**src/rtl/wfmd_pkg.sv**
```systemverilog
package wfmd_pkg;
  // ---------------------------------------------------------------
  // register map
  // ---------------------------------------------------------------
  localparam logic [7:0]  ADDR_FILTER_PORT = 8'h00;
  localparam logic [7:0]  ADDR_CTRL_STATUS = 8'h04;
  localparam logic [7:0]  ADDR_STATION_LO  = 8'h08;
  localparam logic [7:0]  ADDR_STATION_HI  = 8'h0C;
  localparam logic [7:0]  ADDR_FILTER_PTR  = 8'h10;
  localparam logic [31:0] UNMAPPED_DATA    = 32'h0000_0000;
  localparam logic [1:0]  RESP_OKAY        = 2'h0;
  localparam logic [1:0]  RESP_SLVERR      = 2'h2;
  // ---------------------------------------------------------------
  // control/status fields
  // ---------------------------------------------------------------
  localparam int CS_MAGIC_EN    = 0;
  localparam int CS_PATTERN_EN  = 1;
  localparam int CS_MAGIC_SEEN  = 2;
  localparam int CS_PATTERN_SEEN = 3;
  localparam int CS_USE_PME     = 4;
  localparam int CS_BROADCAST_REJECT_REJ   = 5;
  localparam int CS_LOW_POWER   = 6;
  localparam int CS_WIDTH       = 7;
  // ---------------------------------------------------------------
  // filter store layout
  // ---------------------------------------------------------------
  localparam int                FILTERS       = 4;
  localparam int                STORE_WORDS   = 8;
  localparam logic [2:0]        WORD_CMD      = 3'h4;
  localparam logic [2:0]        WORD_OFFSET   = 3'h5;
  localparam logic [2:0]        WORD_CRC_LO   = 3'h6;
  localparam logic [2:0]        WORD_CRC_HI   = 3'h7;
  localparam logic [2:0]        WORD_LAST     = 3'h7;
  localparam int                CMD_ENABLE    = 0;
  localparam int                CMD_MCAST     = 3;
  localparam logic [4:0]        MASK_BITS     = 5'h1F;
  localparam logic [15:0]       CRC16_INIT    = 16'hFFFF;
  localparam logic [15:0]       CRC16_POLY    = 16'h8005;
  // ---------------------------------------------------------------
  // magic packet
  // ---------------------------------------------------------------
  localparam logic [7:0]  SYNC_BYTE   = 8'hFF;
  localparam logic [2:0]  SYNC_LEN    = 3'h6;
  localparam logic [2:0]  ADDR_LEN    = 3'h6;
  localparam logic [4:0]  ADDR_COPIES = 5'h10;
  localparam logic [3:0]  HDR_LEN     = 4'hC;
  typedef enum logic [1:0] {
    WFMD_MG_SYNC = 2'b00,
    WFMD_MG_COPY = 2'b01,
    WFMD_MG_DONE = 2'b10
  } wfmd_magic_e;
endpackage : wfmd_pkg

```
**src/rtl/wfmd_store_if.sv**
```systemverilog
`timescale 1ns/10ps
`default_nettype none
interface wfmd_store_if;
  logic        wr_en;
  logic [2:0]  wr_addr;
  logic [31:0] wr_data;
  logic [2:0]  rd_addr;
  logic [31:0] rd_data;
  logic [31:0] words [8];
  modport owner (output wr_en, output wr_addr, output wr_data, output rd_addr,
                 input rd_data, input words);
  modport mem   (input wr_en, input wr_addr, input wr_data, input rd_addr,
                 output rd_data, output words);
endinterface : wfmd_store_if
`default_nettype wire

```
**src/rtl/wfmd_filter_store.sv**
```systemverilog
`timescale 1ns/10ps
`default_nettype none
module wfmd_filter_store
  import wfmd_pkg::*;
(
  input wire logic    aclk,
  input wire logic    aresetn,
  wfmd_store_if.mem   st
);
  logic [31:0] mem [STORE_WORDS];

  always_ff @(posedge aclk) begin
    if (!aresetn) begin
      for (int i = 0; i < STORE_WORDS; i++) begin
        mem[i] <= 32'h0000_0000;
      end
    end else if (st.wr_en) begin
      mem[st.wr_addr] <= st.wr_data;
    end
  end

  always_ff @(posedge aclk) begin
    if (!aresetn) begin
      st.rd_data <= 32'h0000_0000;
    end else begin
      st.rd_data <= mem[st.rd_addr];
    end
  end

  always_comb begin
    for (int i = 0; i < STORE_WORDS; i++) begin
      st.words[i] = mem[i];
    end
  end
endmodule : wfmd_filter_store
`default_nettype wire

```
**src/rtl/wfmd_top.sv**
```systemverilog
// The AXI4-Lite slave port and the register addresses are this design's own decisions.
`timescale 1ns/10ps
`default_nettype none
// How it works
// - mask bit j set includes byte offset+j; bits 30..0 used, bit 31 ignored
// - command bit 3 picks multicast-only, clear picks unicast-only
// - command bit 0 enables a filter; bits 2..1 reserved
// - byte 0 is first destination byte; crc starts at offset
// - masked crc-16 equal to stored value means wake frame
// - store: four masks, commands, offsets, two crc pair words
// - magic mode blocks normal reception, watches only magic packets
// - magic detection reported on interrupt or power event, selectable
// - magic detection sets magic seen status bit
// - clearing magic enable resumes normal reception unless pattern enable or low power is set
// - own, broadcast or multicast destinations checked for magic
// - after the addresses, search for six 0xFF bytes
// - sixteen unbroken station address copies after sync declare magic
// - broken run drops partial match, sync search restarts
// - sync plus copies anywhere, copies must follow sync directly
// - low-power state forces both detectors on
// - pattern enable blocks normal reception; match sets pattern seen
// - broadcast wake frame matches even with broadcast rejected
module wfmd_top
  import wfmd_pkg::*;
(
  input  wire logic        aclk,
  input  wire logic        aresetn,
  input  wire logic [7:0]  s_axi_awaddr,
  input  wire logic        s_axi_awvalid,
  output var  logic        s_axi_awready,
  input  wire logic [31:0] s_axi_wdata,
  input  wire logic [3:0]  s_axi_wstrb,
  input  wire logic        s_axi_wvalid,
  output var  logic        s_axi_wready,
  output var  logic [1:0]  s_axi_bresp,
  output var  logic        s_axi_bvalid,
  input  wire logic        s_axi_bready,
  input  wire logic [7:0]  s_axi_araddr,
  input  wire logic        s_axi_arvalid,
  output var  logic        s_axi_arready,
  output var  logic [31:0] s_axi_rdata,
  output var  logic [1:0]  s_axi_rresp,
  output var  logic        s_axi_rvalid,
  input  wire logic        s_axi_rready,
  input  wire logic [7:0]  rx_data,
  input  wire logic        rx_valid,
  input  wire logic        rx_sof,
  input  wire logic        rx_eof,
  output var  logic        rx_normal_enable,
  output var  logic        irq_out,
  output var  logic        power_event_out
);
  import wfmd_pkg::*;

  // ---------------------------------------------------------------
  // helpers
  // ---------------------------------------------------------------
  function automatic logic [15:0] crc16_byte(input logic [15:0] c, input logic [7:0] d);
    logic [15:0] r;
    r = c;
    for (int b = 0; b < 8; b++) begin
      if (r[15] ^ d[b]) begin
        r = {r[14:0], 1'b0} ^ CRC16_POLY;
      end else begin
        r = {r[14:0], 1'b0};
      end
    end
    return r;
  endfunction : crc16_byte

  function automatic logic [31:0] merge_strb(input logic [31:0] old_v, input logic [31:0] new_v,
                                             input logic [3:0] strb);
    logic [31:0] r;
    r = old_v;
    for (int k = 0; k < 4; k++) begin
      if (strb[k]) begin
        r[k*8 +: 8] = new_v[k*8 +: 8];
      end
    end
    return r;
  endfunction : merge_strb

  // ---------------------------------------------------------------
  // state
  // ---------------------------------------------------------------
  wfmd_store_if st ();

  logic [CS_WIDTH-1:0] wake_ctrl_status;
  logic [47:0]         station_addr;
  logic [2:0]          word_ptr;
  logic                aw_held;
  logic                w_held;
  logic [7:0]          aw_addr;
  logic [31:0]         w_data;
  logic [3:0]          w_strb;
  logic                rd_pend;
  logic                rd_port;
  logic                wr_go;
  logic                rd_go;
  logic                magic_hit;
  logic                pattern_hit;
  logic                magic_active;
  logic                pattern_active;

  wfmd_filter_store u_store (
    .aclk    (aclk),
    .aresetn (aresetn),
    .st      (st.mem)
  );

  assign magic_active   = wake_ctrl_status[CS_MAGIC_EN] | wake_ctrl_status[CS_LOW_POWER];
  assign pattern_active = wake_ctrl_status[CS_PATTERN_EN] | wake_ctrl_status[CS_LOW_POWER];

  // ---------------------------------------------------------------
  // axi4-lite write channel
  // ---------------------------------------------------------------
  assign wr_go = aw_held && w_held && !s_axi_bvalid;

  always_ff @(posedge aclk) begin
    if (!aresetn) begin
      aw_held       <= 1'b0;
      w_held        <= 1'b0;
      aw_addr       <= 8'h00;
      w_data        <= 32'h0000_0000;
      w_strb        <= 4'h0;
      s_axi_awready <= 1'b0;
      s_axi_wready  <= 1'b0;
      s_axi_bvalid  <= 1'b0;
      s_axi_bresp   <= RESP_OKAY;
    end else begin
      s_axi_awready <= !aw_held && !s_axi_awready;
      s_axi_wready  <= !w_held && !s_axi_wready;
      if (s_axi_awvalid && s_axi_awready) begin
        aw_held <= 1'b1;
        aw_addr <= s_axi_awaddr;
        s_axi_awready <= 1'b0;
      end
      if (s_axi_wvalid && s_axi_wready) begin
        w_held <= 1'b1;
        w_data <= s_axi_wdata;
        w_strb <= s_axi_wstrb;
        s_axi_wready <= 1'b0;
      end
      if (wr_go) begin
        aw_held      <= 1'b0;
        w_held       <= 1'b0;
        s_axi_bvalid <= 1'b1;
        case (aw_addr)
          ADDR_FILTER_PORT, ADDR_CTRL_STATUS, ADDR_STATION_LO, ADDR_STATION_HI,
          ADDR_FILTER_PTR: s_axi_bresp <= RESP_OKAY;
          default:         s_axi_bresp <= RESP_SLVERR;
        endcase
      end else if (s_axi_bvalid && s_axi_bready) begin
        s_axi_bvalid <= 1'b0;
      end
    end
  end

  // store writes go through the single port at the current pointer
  always_comb begin
    st.wr_en   = wr_go && (aw_addr == ADDR_FILTER_PORT);
    st.wr_addr = word_ptr;
    st.wr_data = merge_strb(st.words[word_ptr], w_data, w_strb);
    st.rd_addr = word_ptr;
  end

  // pointer moves after each port access, wraps after last word
  always_ff @(posedge aclk) begin
    if (!aresetn) begin
      word_ptr <= 3'h0;
    end else if (wr_go && aw_addr == ADDR_FILTER_PTR && w_strb[0]) begin
      word_ptr <= w_data[2:0];
    end else if (st.wr_en || (rd_go && s_axi_araddr == ADDR_FILTER_PORT)) begin
      word_ptr <= (word_ptr == WORD_LAST) ? 3'h0 : word_ptr + 3'h1;
    end
  end

  // control bits; hardware set of seen flags wins over software clear
  always_ff @(posedge aclk) begin
    if (!aresetn) begin
      wake_ctrl_status <= '0;
    end else begin
      if (wr_go && aw_addr == ADDR_CTRL_STATUS && w_strb[0]) begin
        wake_ctrl_status[CS_MAGIC_EN]   <= w_data[CS_MAGIC_EN];
        wake_ctrl_status[CS_PATTERN_EN] <= w_data[CS_PATTERN_EN];
        wake_ctrl_status[CS_USE_PME]    <= w_data[CS_USE_PME];
        wake_ctrl_status[CS_BROADCAST_REJECT_REJ]  <= w_data[CS_BROADCAST_REJECT_REJ];
        wake_ctrl_status[CS_LOW_POWER]  <= w_data[CS_LOW_POWER];
        if (w_data[CS_MAGIC_SEEN]) begin
          wake_ctrl_status[CS_MAGIC_SEEN] <= 1'b0;
        end
        if (w_data[CS_PATTERN_SEEN]) begin
          wake_ctrl_status[CS_PATTERN_SEEN] <= 1'b0;
        end
      end
      if (magic_hit) begin
        wake_ctrl_status[CS_MAGIC_SEEN] <= 1'b1;
      end
      if (pattern_hit) begin
        wake_ctrl_status[CS_PATTERN_SEEN] <= 1'b1;
      end
    end
  end

  always_ff @(posedge aclk) begin
    if (!aresetn) begin
      station_addr <= 48'h0000_0000_0000;
    end else if (wr_go && aw_addr == ADDR_STATION_LO) begin
      station_addr[31:0] <= merge_strb(station_addr[31:0], w_data, w_strb);
    end else if (wr_go && aw_addr == ADDR_STATION_HI) begin
      station_addr[47:32] <= 16'(merge_strb({16'h0000, station_addr[47:32]}, w_data, w_strb));
    end
  end

  // ---------------------------------------------------------------
  // axi4-lite read channel
  // ---------------------------------------------------------------
  assign rd_go = s_axi_arvalid && s_axi_arready;

  always_ff @(posedge aclk) begin
    if (!aresetn) begin
      s_axi_arready <= 1'b0;
      s_axi_rvalid  <= 1'b0;
      s_axi_rdata   <= 32'h0000_0000;
      s_axi_rresp   <= RESP_OKAY;
      rd_pend       <= 1'b0;
      rd_port       <= 1'b0;
    end else begin
      s_axi_arready <= !s_axi_arready && !rd_pend && !s_axi_rvalid;
      if (rd_go) begin
        s_axi_arready <= 1'b0;
        rd_pend       <= 1'b1;
        rd_port       <= (s_axi_araddr == ADDR_FILTER_PORT);
        s_axi_rresp   <= RESP_OKAY;
        case (s_axi_araddr)
          ADDR_FILTER_PORT: s_axi_rdata <= 32'h0000_0000;
          ADDR_CTRL_STATUS: s_axi_rdata <= {{(32-CS_WIDTH){1'b0}}, wake_ctrl_status};
          ADDR_STATION_LO:  s_axi_rdata <= station_addr[31:0];
          ADDR_STATION_HI:  s_axi_rdata <= {16'h0000, station_addr[47:32]};
          ADDR_FILTER_PTR:  s_axi_rdata <= {29'h0000_0000, word_ptr};
          default: begin
            s_axi_rdata <= UNMAPPED_DATA;
            s_axi_rresp <= RESP_SLVERR;
          end
        endcase
      end else if (rd_pend) begin
        rd_pend      <= 1'b0;
        s_axi_rvalid <= 1'b1;
        if (rd_port) begin
          s_axi_rdata <= st.rd_data;
        end
      end else if (s_axi_rvalid && s_axi_rready) begin
        s_axi_rvalid <= 1'b0;
      end
    end
  end

  // ---------------------------------------------------------------
  // receive byte position and destination class
  // ---------------------------------------------------------------
  logic [10:0] byte_pos;
  logic [47:0] dest_addr;
  logic        dest_mcast;
  logic        dest_broadcast_reject;
  logic        dest_own;
  logic        in_frame;

  always_ff @(posedge aclk) begin
    if (!aresetn) begin
      byte_pos  <= 11'h000;
      dest_addr <= 48'h0000_0000_0000;
      in_frame  <= 1'b0;
    end else if (rx_valid) begin
      in_frame <= !rx_eof;
      byte_pos <= rx_sof ? 11'h001 : byte_pos + 11'h001;
      if (rx_sof) begin
        dest_addr <= {rx_data, 40'h00_0000_0000};
      end else if (byte_pos < 11'(ADDR_LEN)) begin
        dest_addr[47 - byte_pos*8 -: 8] <= rx_data;
      end
    end
  end

  assign dest_mcast = dest_addr[40];
  assign dest_broadcast_reject = &dest_addr;
  assign dest_own   = (dest_addr == station_addr);
  logic [10:0] cur_pos;
  assign cur_pos = rx_sof ? 11'h000 : byte_pos;

  // ---------------------------------------------------------------
  // wake pattern filters
  // ---------------------------------------------------------------
  logic [15:0] crc_acc [FILTERS];
  logic [3:0]  hit_vec;

  always_ff @(posedge aclk) begin
    if (!aresetn) begin
      for (int f = 0; f < FILTERS; f++) begin
        crc_acc[f] <= CRC16_INIT;
      end
    end else if (rx_valid) begin
      for (int f = 0; f < FILTERS; f++) begin
        logic [15:0] base;
        logic [10:0] rel;
        logic [7:0]  ofs;
        base = rx_sof ? CRC16_INIT : crc_acc[f];
        ofs  = st.words[WORD_OFFSET][f*8 +: 8];
        rel  = cur_pos - {3'h0, ofs};
        if (cur_pos >= {3'h0, ofs} && rel < 11'(MASK_BITS) &&
            st.words[f][rel[4:0]]) begin
          crc_acc[f] <= crc16_byte(base, rx_data);
        end else begin
          crc_acc[f] <= base;
        end
      end
    end
  end

  // evaluated on the final byte; masks reaching past the last byte use the crc so far
  always_comb begin
    for (int f = 0; f < FILTERS; f++) begin
      logic [7:0]  cmd;
      logic [15:0] want;
      logic        class_ok;
      cmd  = st.words[WORD_CMD][f*8 +: 8];
      want = (f < 2) ? st.words[WORD_CRC_LO][(f%2)*16 +: 16]
                     : st.words[WORD_CRC_HI][(f%2)*16 +: 16];
      class_ok = cmd[CMD_MCAST] ? dest_mcast : !dest_mcast;
      hit_vec[f] = cmd[CMD_ENABLE] && class_ok && (crc_acc[f] == want);
    end
  end

  // ---------------------------------------------------------------
  // magic packet search
  // ---------------------------------------------------------------
  wfmd_magic_e magic_state;
  logic [2:0]  run_cnt;
  logic [4:0]  copy_cnt;
  logic [7:0]  expect_byte;
  logic        magic_dest_ok;

  assign expect_byte   = station_addr[47 - run_cnt*8 -: 8];
  assign magic_dest_ok = dest_own || dest_broadcast_reject || dest_mcast;

  always_ff @(posedge aclk) begin
    if (!aresetn) begin
      magic_state <= WFMD_MG_SYNC;
      run_cnt     <= 3'h0;
      copy_cnt    <= 5'h00;
    end else if (rx_valid && rx_sof) begin
      magic_state <= WFMD_MG_SYNC;
      run_cnt     <= 3'h0;
      copy_cnt    <= 5'h00;
    end else if (rx_valid && cur_pos >= 11'(HDR_LEN)) begin
      case (magic_state)
        WFMD_MG_SYNC: begin
          if (rx_data == SYNC_BYTE) begin
            if (run_cnt == SYNC_LEN - 3'h1) begin
              magic_state <= WFMD_MG_COPY;
              run_cnt     <= 3'h0;
              copy_cnt    <= 5'h00;
            end else begin
              run_cnt <= run_cnt + 3'h1;
            end
          end else begin
            run_cnt <= 3'h0;
          end
        end
        WFMD_MG_COPY: begin
          if (rx_data == expect_byte) begin
            if (run_cnt == ADDR_LEN - 3'h1) begin
              run_cnt <= 3'h0;
              if (copy_cnt == ADDR_COPIES - 5'h01) begin
                magic_state <= WFMD_MG_DONE;
              end else begin
                copy_cnt <= copy_cnt + 5'h01;
              end
            end else begin
              run_cnt <= run_cnt + 3'h1;
            end
          end else if (rx_data == SYNC_BYTE) begin
            // extra ff bytes keep the sync window open
            magic_state <= (run_cnt == 3'h0 && copy_cnt == 5'h00) ? WFMD_MG_COPY
                                                                  : WFMD_MG_SYNC;
            run_cnt     <= (run_cnt == 3'h0 && copy_cnt == 5'h00) ? 3'h0 : 3'h1;
            copy_cnt    <= 5'h00;
          end else begin
            magic_state <= WFMD_MG_SYNC;
            run_cnt     <= 3'h0;
            copy_cnt    <= 5'h00;
          end
        end
        WFMD_MG_DONE: magic_state <= WFMD_MG_DONE;
        default:      magic_state <= WFMD_MG_SYNC;
      endcase
    end
  end

  // ---------------------------------------------------------------
  // frame end decisions and notification
  // ---------------------------------------------------------------
  assign magic_hit   = rx_valid && rx_eof && magic_active && magic_dest_ok &&
                       (magic_state == WFMD_MG_DONE);
  // broadcast reject is not consulted here on purpose
  assign pattern_hit = rx_valid && rx_eof && pattern_active && (|hit_vec);

  always_ff @(posedge aclk) begin
    if (!aresetn) begin
      rx_normal_enable <= 1'b1;
    end else begin
      rx_normal_enable <= !(magic_active || pattern_active);
    end
  end

  always_ff @(posedge aclk) begin
    if (!aresetn) begin
      irq_out         <= 1'b0;
      power_event_out <= 1'b0;
    end else begin
      irq_out <= !wake_ctrl_status[CS_USE_PME] &&
                 (wake_ctrl_status[CS_MAGIC_SEEN] || wake_ctrl_status[CS_PATTERN_SEEN]);
      power_event_out <= wake_ctrl_status[CS_USE_PME] &&
                 (wake_ctrl_status[CS_MAGIC_SEEN] || wake_ctrl_status[CS_PATTERN_SEEN]);
    end
  end

endmodule : wfmd_top
`default_nettype wire

```
**config.mk**
```make
export PLATFORM = sky130hd
export DESIGN_NAME = wfmd_top
export DESIGN_NICKNAME = d
export VERILOG_FILES = /design/src/rtl/wfmd_pkg.sv /design/src/rtl/wfmd_store_if.sv /design/src/rtl/wfmd_filter_store.sv /design/src/rtl/wfmd_top.sv
export SDC_FILE = /design/constraint.sdc
export NUM_CORES = 1
export LEC_CHECK = 0
export BUFFER_PORTS_ARGS = -buffer_cell sky130_fd_sc_hd__buf_2
export CAP_MARGIN = 25
export CORE_UTILIZATION = 40
export CTS_CLUSTER_DIAMETER = 30
export CTS_CLUSTER_SIZE = 16
export DETAILED_ROUTE_END_ITERATION = 8
export PLACE_DENSITY = 0.55
export SLEW_MARGIN = 30
export SYNTH_ARGS = -nofsm -noshare
export SYNTH_HDL_FRONTEND = slang
export SYNTH_SLANG_ARGS = --single-unit
```
**constraint.sdc**
```tcl
create_clock -name aclk -period 6.7 [get_ports aclk]
set_input_delay 1.675 -clock aclk [delete_from_list [all_inputs] [get_ports aclk]]
set_output_delay 1.675 -clock aclk [all_outputs]
set_load 0.01 [all_outputs]
```
Word-level counts from Yosys, hierarchy flattened
Memory sizes are Yosys's and may differ from the RTL's. A register that Yosys moved wholly into a read port is not among the register bits. Cells that the tools add are included.

Bits in writable memories: 320. Logic and storage cells: 512. Bits in read-only memories: 0. Bits in latches: 0. Register bits after elaboration: 219. Memories: 2. Input port bits: 70.

Memory list: u_store.mem (words 8, width 32, read ports 9, clocked after memory_dff 1, wr ports 8, line wfmd_filter_store.sv:10) `logic [31:0] mem [STORE_WORDS];`; crc_acc (words 4, width 16, read ports 4, clocked after memory_dff 0, wr ports 4, line wfmd_top.sv:293) `logic [15:0] crc_acc [FILTERS];`.

Equal/unequal tests: 25. Magnitude comparators: 15. Divide/modulo/power cells: 0. Reduce and logical (&&, ||, !) cells: 103. Shifts and indexed selects: 3. Muxes and demuxes: 242. Add/sub/neg operators: 11. Bitwise logic cells: 78. Multiply operators: 0.

Operator list (number): $mux 16 (140); $mux 32 (6); $pmux 32 s4 (1); $bmux 32 s3 (1); $mux 48 (2); $not 3->3 (32); $eq 16x16->1 (4); $mux 1 (58); $shift 8x34->55 const A (1); $shiftx 55x33->8 (1); $shiftx 8x34->55 (1); $bwmux 48 (1); $eq 48x48->1 (1); $reduce_and 48->1 (1); $logic_and 1x1->1 (46); $ge 11x8->1 (4); $lt 11x5->1 const B (4); $sub 11x8->11 (4); $neg 32->34 (1); $eq 8x4->1 const B (4); $mux 8 (4); $reduce_or 32->1 (1); $xor 1x1->1 (32); $mux 5 (5); other kinds (44) (122).

Longest topological paths before layout
Depth after elaboration: 45. Gate-level depth with buffers: 18.

By module
Synthesis repeated with hierarchy kept, for this count alone.

Cell total of the unflattened synthesis: 3047. Area, all modules: 33168.1 µm².

Modules (own cells, without submodules): wfmd_top (sequential area each 6266.0 µm², cells an instance 2235, area an instance 20573.5 µm², times used 1); wfmd_filter_store (sequential area each 8328.0 µm², cells an instance 812, area an instance 12594.6 µm², times used 1).

Worst setup path before layout
OpenSTA, ideal clock, no wires.

Path type: in2reg. From: input port rx_sof. To: memory crc_acc[3][10], data pin. Cell stages on the path: 17. Library setup time: 0.268 ns. Slack: 0.649 ns. Data arrival time: 5.783 ns. Path through: clkbuf_1 buf_1 clkbuf_1 clkbuf_1 clkbuf_1 nor2_1 inv_1 fa_1 buf_2 mux4_2 mux4_2 mux2i_1 a2111o_1 clkbuf_1 buf_2 mux2i_1 nand2_1.

RTL lines: from (decl) (line wfmd_top.sv:47) `input wire logic rx_sof,`; to (decl) (line wfmd_top.sv:293).

==> impl_metrics.toml <==
[outcome]
status = "complete, no violations"

[floorplanning]
die_height_um = 275.6
initial_core_util_pct = 40.71
rows = 99
core_area_um2 = 73580
io_pins = 114
die_x_um = 275.6
die_area_um2 = 75970

[global_routing]
overflow = 0
track_usage_pct = 28.00
grt_pass1_vias = 23510
antenna_found_initial = 1
grt_pass1_wl_um = 155900
grt_max_degree = 80

[clocking]
cts_tree = "built"
clock-root-buffer = "clkbuf_16"
htreeDepth = 4
clock_path_buffers = 3
ctsResizeCount = 0
clkSinkCount = 569
clkTransAtPathRegs_ps = 40
cts_buffers = 136
holdBufCountCts = 0
post_cts_buffers = 0
clk_latency_ps = 730

[setup_path]
regToRegSetupSlack_ps = 2010
crit_path_max_fanout = 14
reg2reg_depth = 11
reg2reg_from = "byte_pos[0]"
end_kind = "flip-flop"
crit_arrival_ps = 5700
worstSetupPathType = "input port to flip-flop"
critPathLaunch = "rx_sof"
crit-reg2reg-capture = "crc_acc[0][7]"
critical_path_required_ps = 7220
start_kind = "input port"

[sta]
period_needed_ps = 5186
finalSetupViolCount = 0
skew_ps = 28.90
worst_hold_slack_ps = 460.6
tightest_slew_ps = 983.4
finalHoldViolations = 0
maxSlewViolCount = 0
fin_crit_sh_pct = 77.40
max_freq_mhz = 192.8
rsz0062_at_grt = "no"
tns_ps = 0
max_slew_margin_pct = 32.56

[logic_synthesis]
synth_flop_cell = "edfxtp_1"
synth-seq-cells = 569
yosysTopAreaCell = "edfxtp_1"
yosysSeqAreaShare_pct = 48.73
synth_area_leaders = "edfxtp_1, dfxtp_1, mux4_2"
synth_top_area_share_pct = 32.08
ys_types = 84
syn_inst = 2915
syn_area_um2 = 29950
syn_area_per_cell_um2 = 10.27
synth-edff-count = 320
synth_warnings = 0
synthArstFlopShare_pct = 0

[detailed_routing]
drt_wl_total_um = 106100
antenna_left = 0
vias = 24470
first_pass_iters = 6
drt_iter0_drc = 2724
viasPerCell = 5.962
wl_per_cell_um = 25.86
drc_errors = 0

[pwr]
p_leak_nw = 12.97
p_per_area_nw_per_um2 = 309.5
ir_worst_vdd_uv = 202.5

[worst_hold_path]
holdPathEnd = "aw_addr[0]"
min_from = "aw_addr[0]"
min_path_cells = 2
hold_class = "flip-flop to flip-flop"

[placed_design]
port_buffers = 111
place_congestion = 0.9607
place_hpwl_um = 76150

[run]
maxCapViolCount = 0

[layout]
area_delta_synth_final_pct = 20.56
fin_nets = 3140
final_cell_mix = "nor2_1, edfxtp_1, nand2_1"
final_common_cell = "nor2_1"
fillers = 6729
drive_gt1_share_pct = 17.97
-- synthesized netlist by cell type (all sizes together), types with 5 or more instances --
| cell | count |
|---|---|
| nor3b | 12 |
| o22ai | 15 |
| o311a | 12 |
| nor3 | 58 |
| ha | 33 |
| a22oi | 11 |
| a32oi | 15 |
| or3 | 24 |
| nand3 | 68 |
| nand3b | 8 |
| clkbuf | 144 |
| o211a | 5 |
| o21a | 18 |
| mux2 | 40 |
| nor2b | 36 |
| mux4 | 93 |
| or2 | 12 |
| a31oi | 10 |
| o31ai | 7 |
| and2 | 44 |
| nor2 | 455 |
| xor2 | 36 |
| buf | 50 |
| edfxtp | 320 |
| o21ai | 102 |
| nand2b | 22 |
| and3 | 12 |
| a21boi | 10 |
| a21oi | 194 |
| mux2i | 140 |
| xnor2 | 180 |
| nor4 | 19 |
| nand2 | 272 |
| nand4 | 35 |
| inv | 55 |
| o211ai | 21 |
| o2111ai | 5 |
| dfxtp | 249 |
| xnor3 | 5 |
| a211oi | 12 |
| a311oi | 8 |
-- final cells by class --
cell class	instances	area, µm²	area share [%]
Timing Repair Buffer	173	1023	2.835
Inverter	56	212.7	0.5891
Clock buffer	172	3714	10.28
Clock inverter	77	884.6	2.450
Antenna cell	1	2.502	0.006930
Multi-Input combinational cell	2097	14470	40.07
Sequential cell	569	14600	40.45
Tap cell	959	1200	3.323
-- power breakdown --
group          internal (mW)  leakage, nW  total, mW  switching, mW
logic                  0.267         5.63      0.732          0.465
clock network           4.42         2.20       6.56           2.14
registers               3.79         5.14       3.88         0.0996
total                   8.47         13.0       11.2           2.70
-- through the flow --
stage	setup slack, ps	cell area (µm²)	util [%]	cells	total power [mW]
finish	1514	36110	49.07	4104	11.18
detailed placement	793.4	31490	42.80	3854	4.662
CTS	1533	36090	49.04	4103	11.22
global placement	886.5	31440	42.74	3854	4.648
floorplan	649.3	29950	-	2916	4.354
global route	1277	36100	49.07	4103	11.47
-- metal layers --
layer / global-route usage, % / vias up / wire length, µm / share of wire, %
met5: 0 / - / 8 / 0.0075
met4: 10.37 / 2 / 3416 / 3.2
li1: - / 10730 / - / -
met2: 43.64 / 1247 / 48810 / 46
met3: 5.750 / 187 / 9777 / 9.2
met1: 38.35 / 12300 / 44130 / 42
-- flip-flops by register name, indices dropped and copies added, names as in the netlist, 11 cells and up --
register            flops
u_store.mem           256
byte_pos               11
w_data                 32
s_axi_rdata            32
u_store.st.rd_data     32
crc_acc                64
dest_addr              48
station_addr           48
-- critical path, stage by stage --
cell and delay (ps):
buf_4 150, nor2b_1 230, inv_1 140, ha_1 230, fa_1 980, mux4_2 590
mux2i_1 180, mux2i_1 170, a31oi_2 670, buf_4 320, nor4_1 70, a311oi_1 260
-- worst max-delay path by stage --
stage	to	slack, ps	cells after the start
5_1_grt	crc_acc[3][15]	1280	11
3_3_place_gp	crc_acc[1][15]	890	14
4_1_cts	crc_acc[1][14]	1530	14
3_5_place_dp	crc_acc[3][10]	790	11
2_1_floorplan	crc_acc[3][10]	650	17
6_report	crc_acc[0][7]	1510	12
-- cell families (layout without fill, tap and decap cells) --
kind of cell    after synthesis  in the layout  share of synthesized area, %
fa+ha+maj                    38             38                         1.679
mux                         273            273                         13.18
buf+inv                     250            478                         3.317
simple gates               1087           1087                         16.35
other cells                   1              3                       0.01252
compound gates              473            473                         9.730
flops                       569            569                         48.73
xor+xnor                    224            224                         7.006
Note: power is estimated with default switching activity, not from simulation.
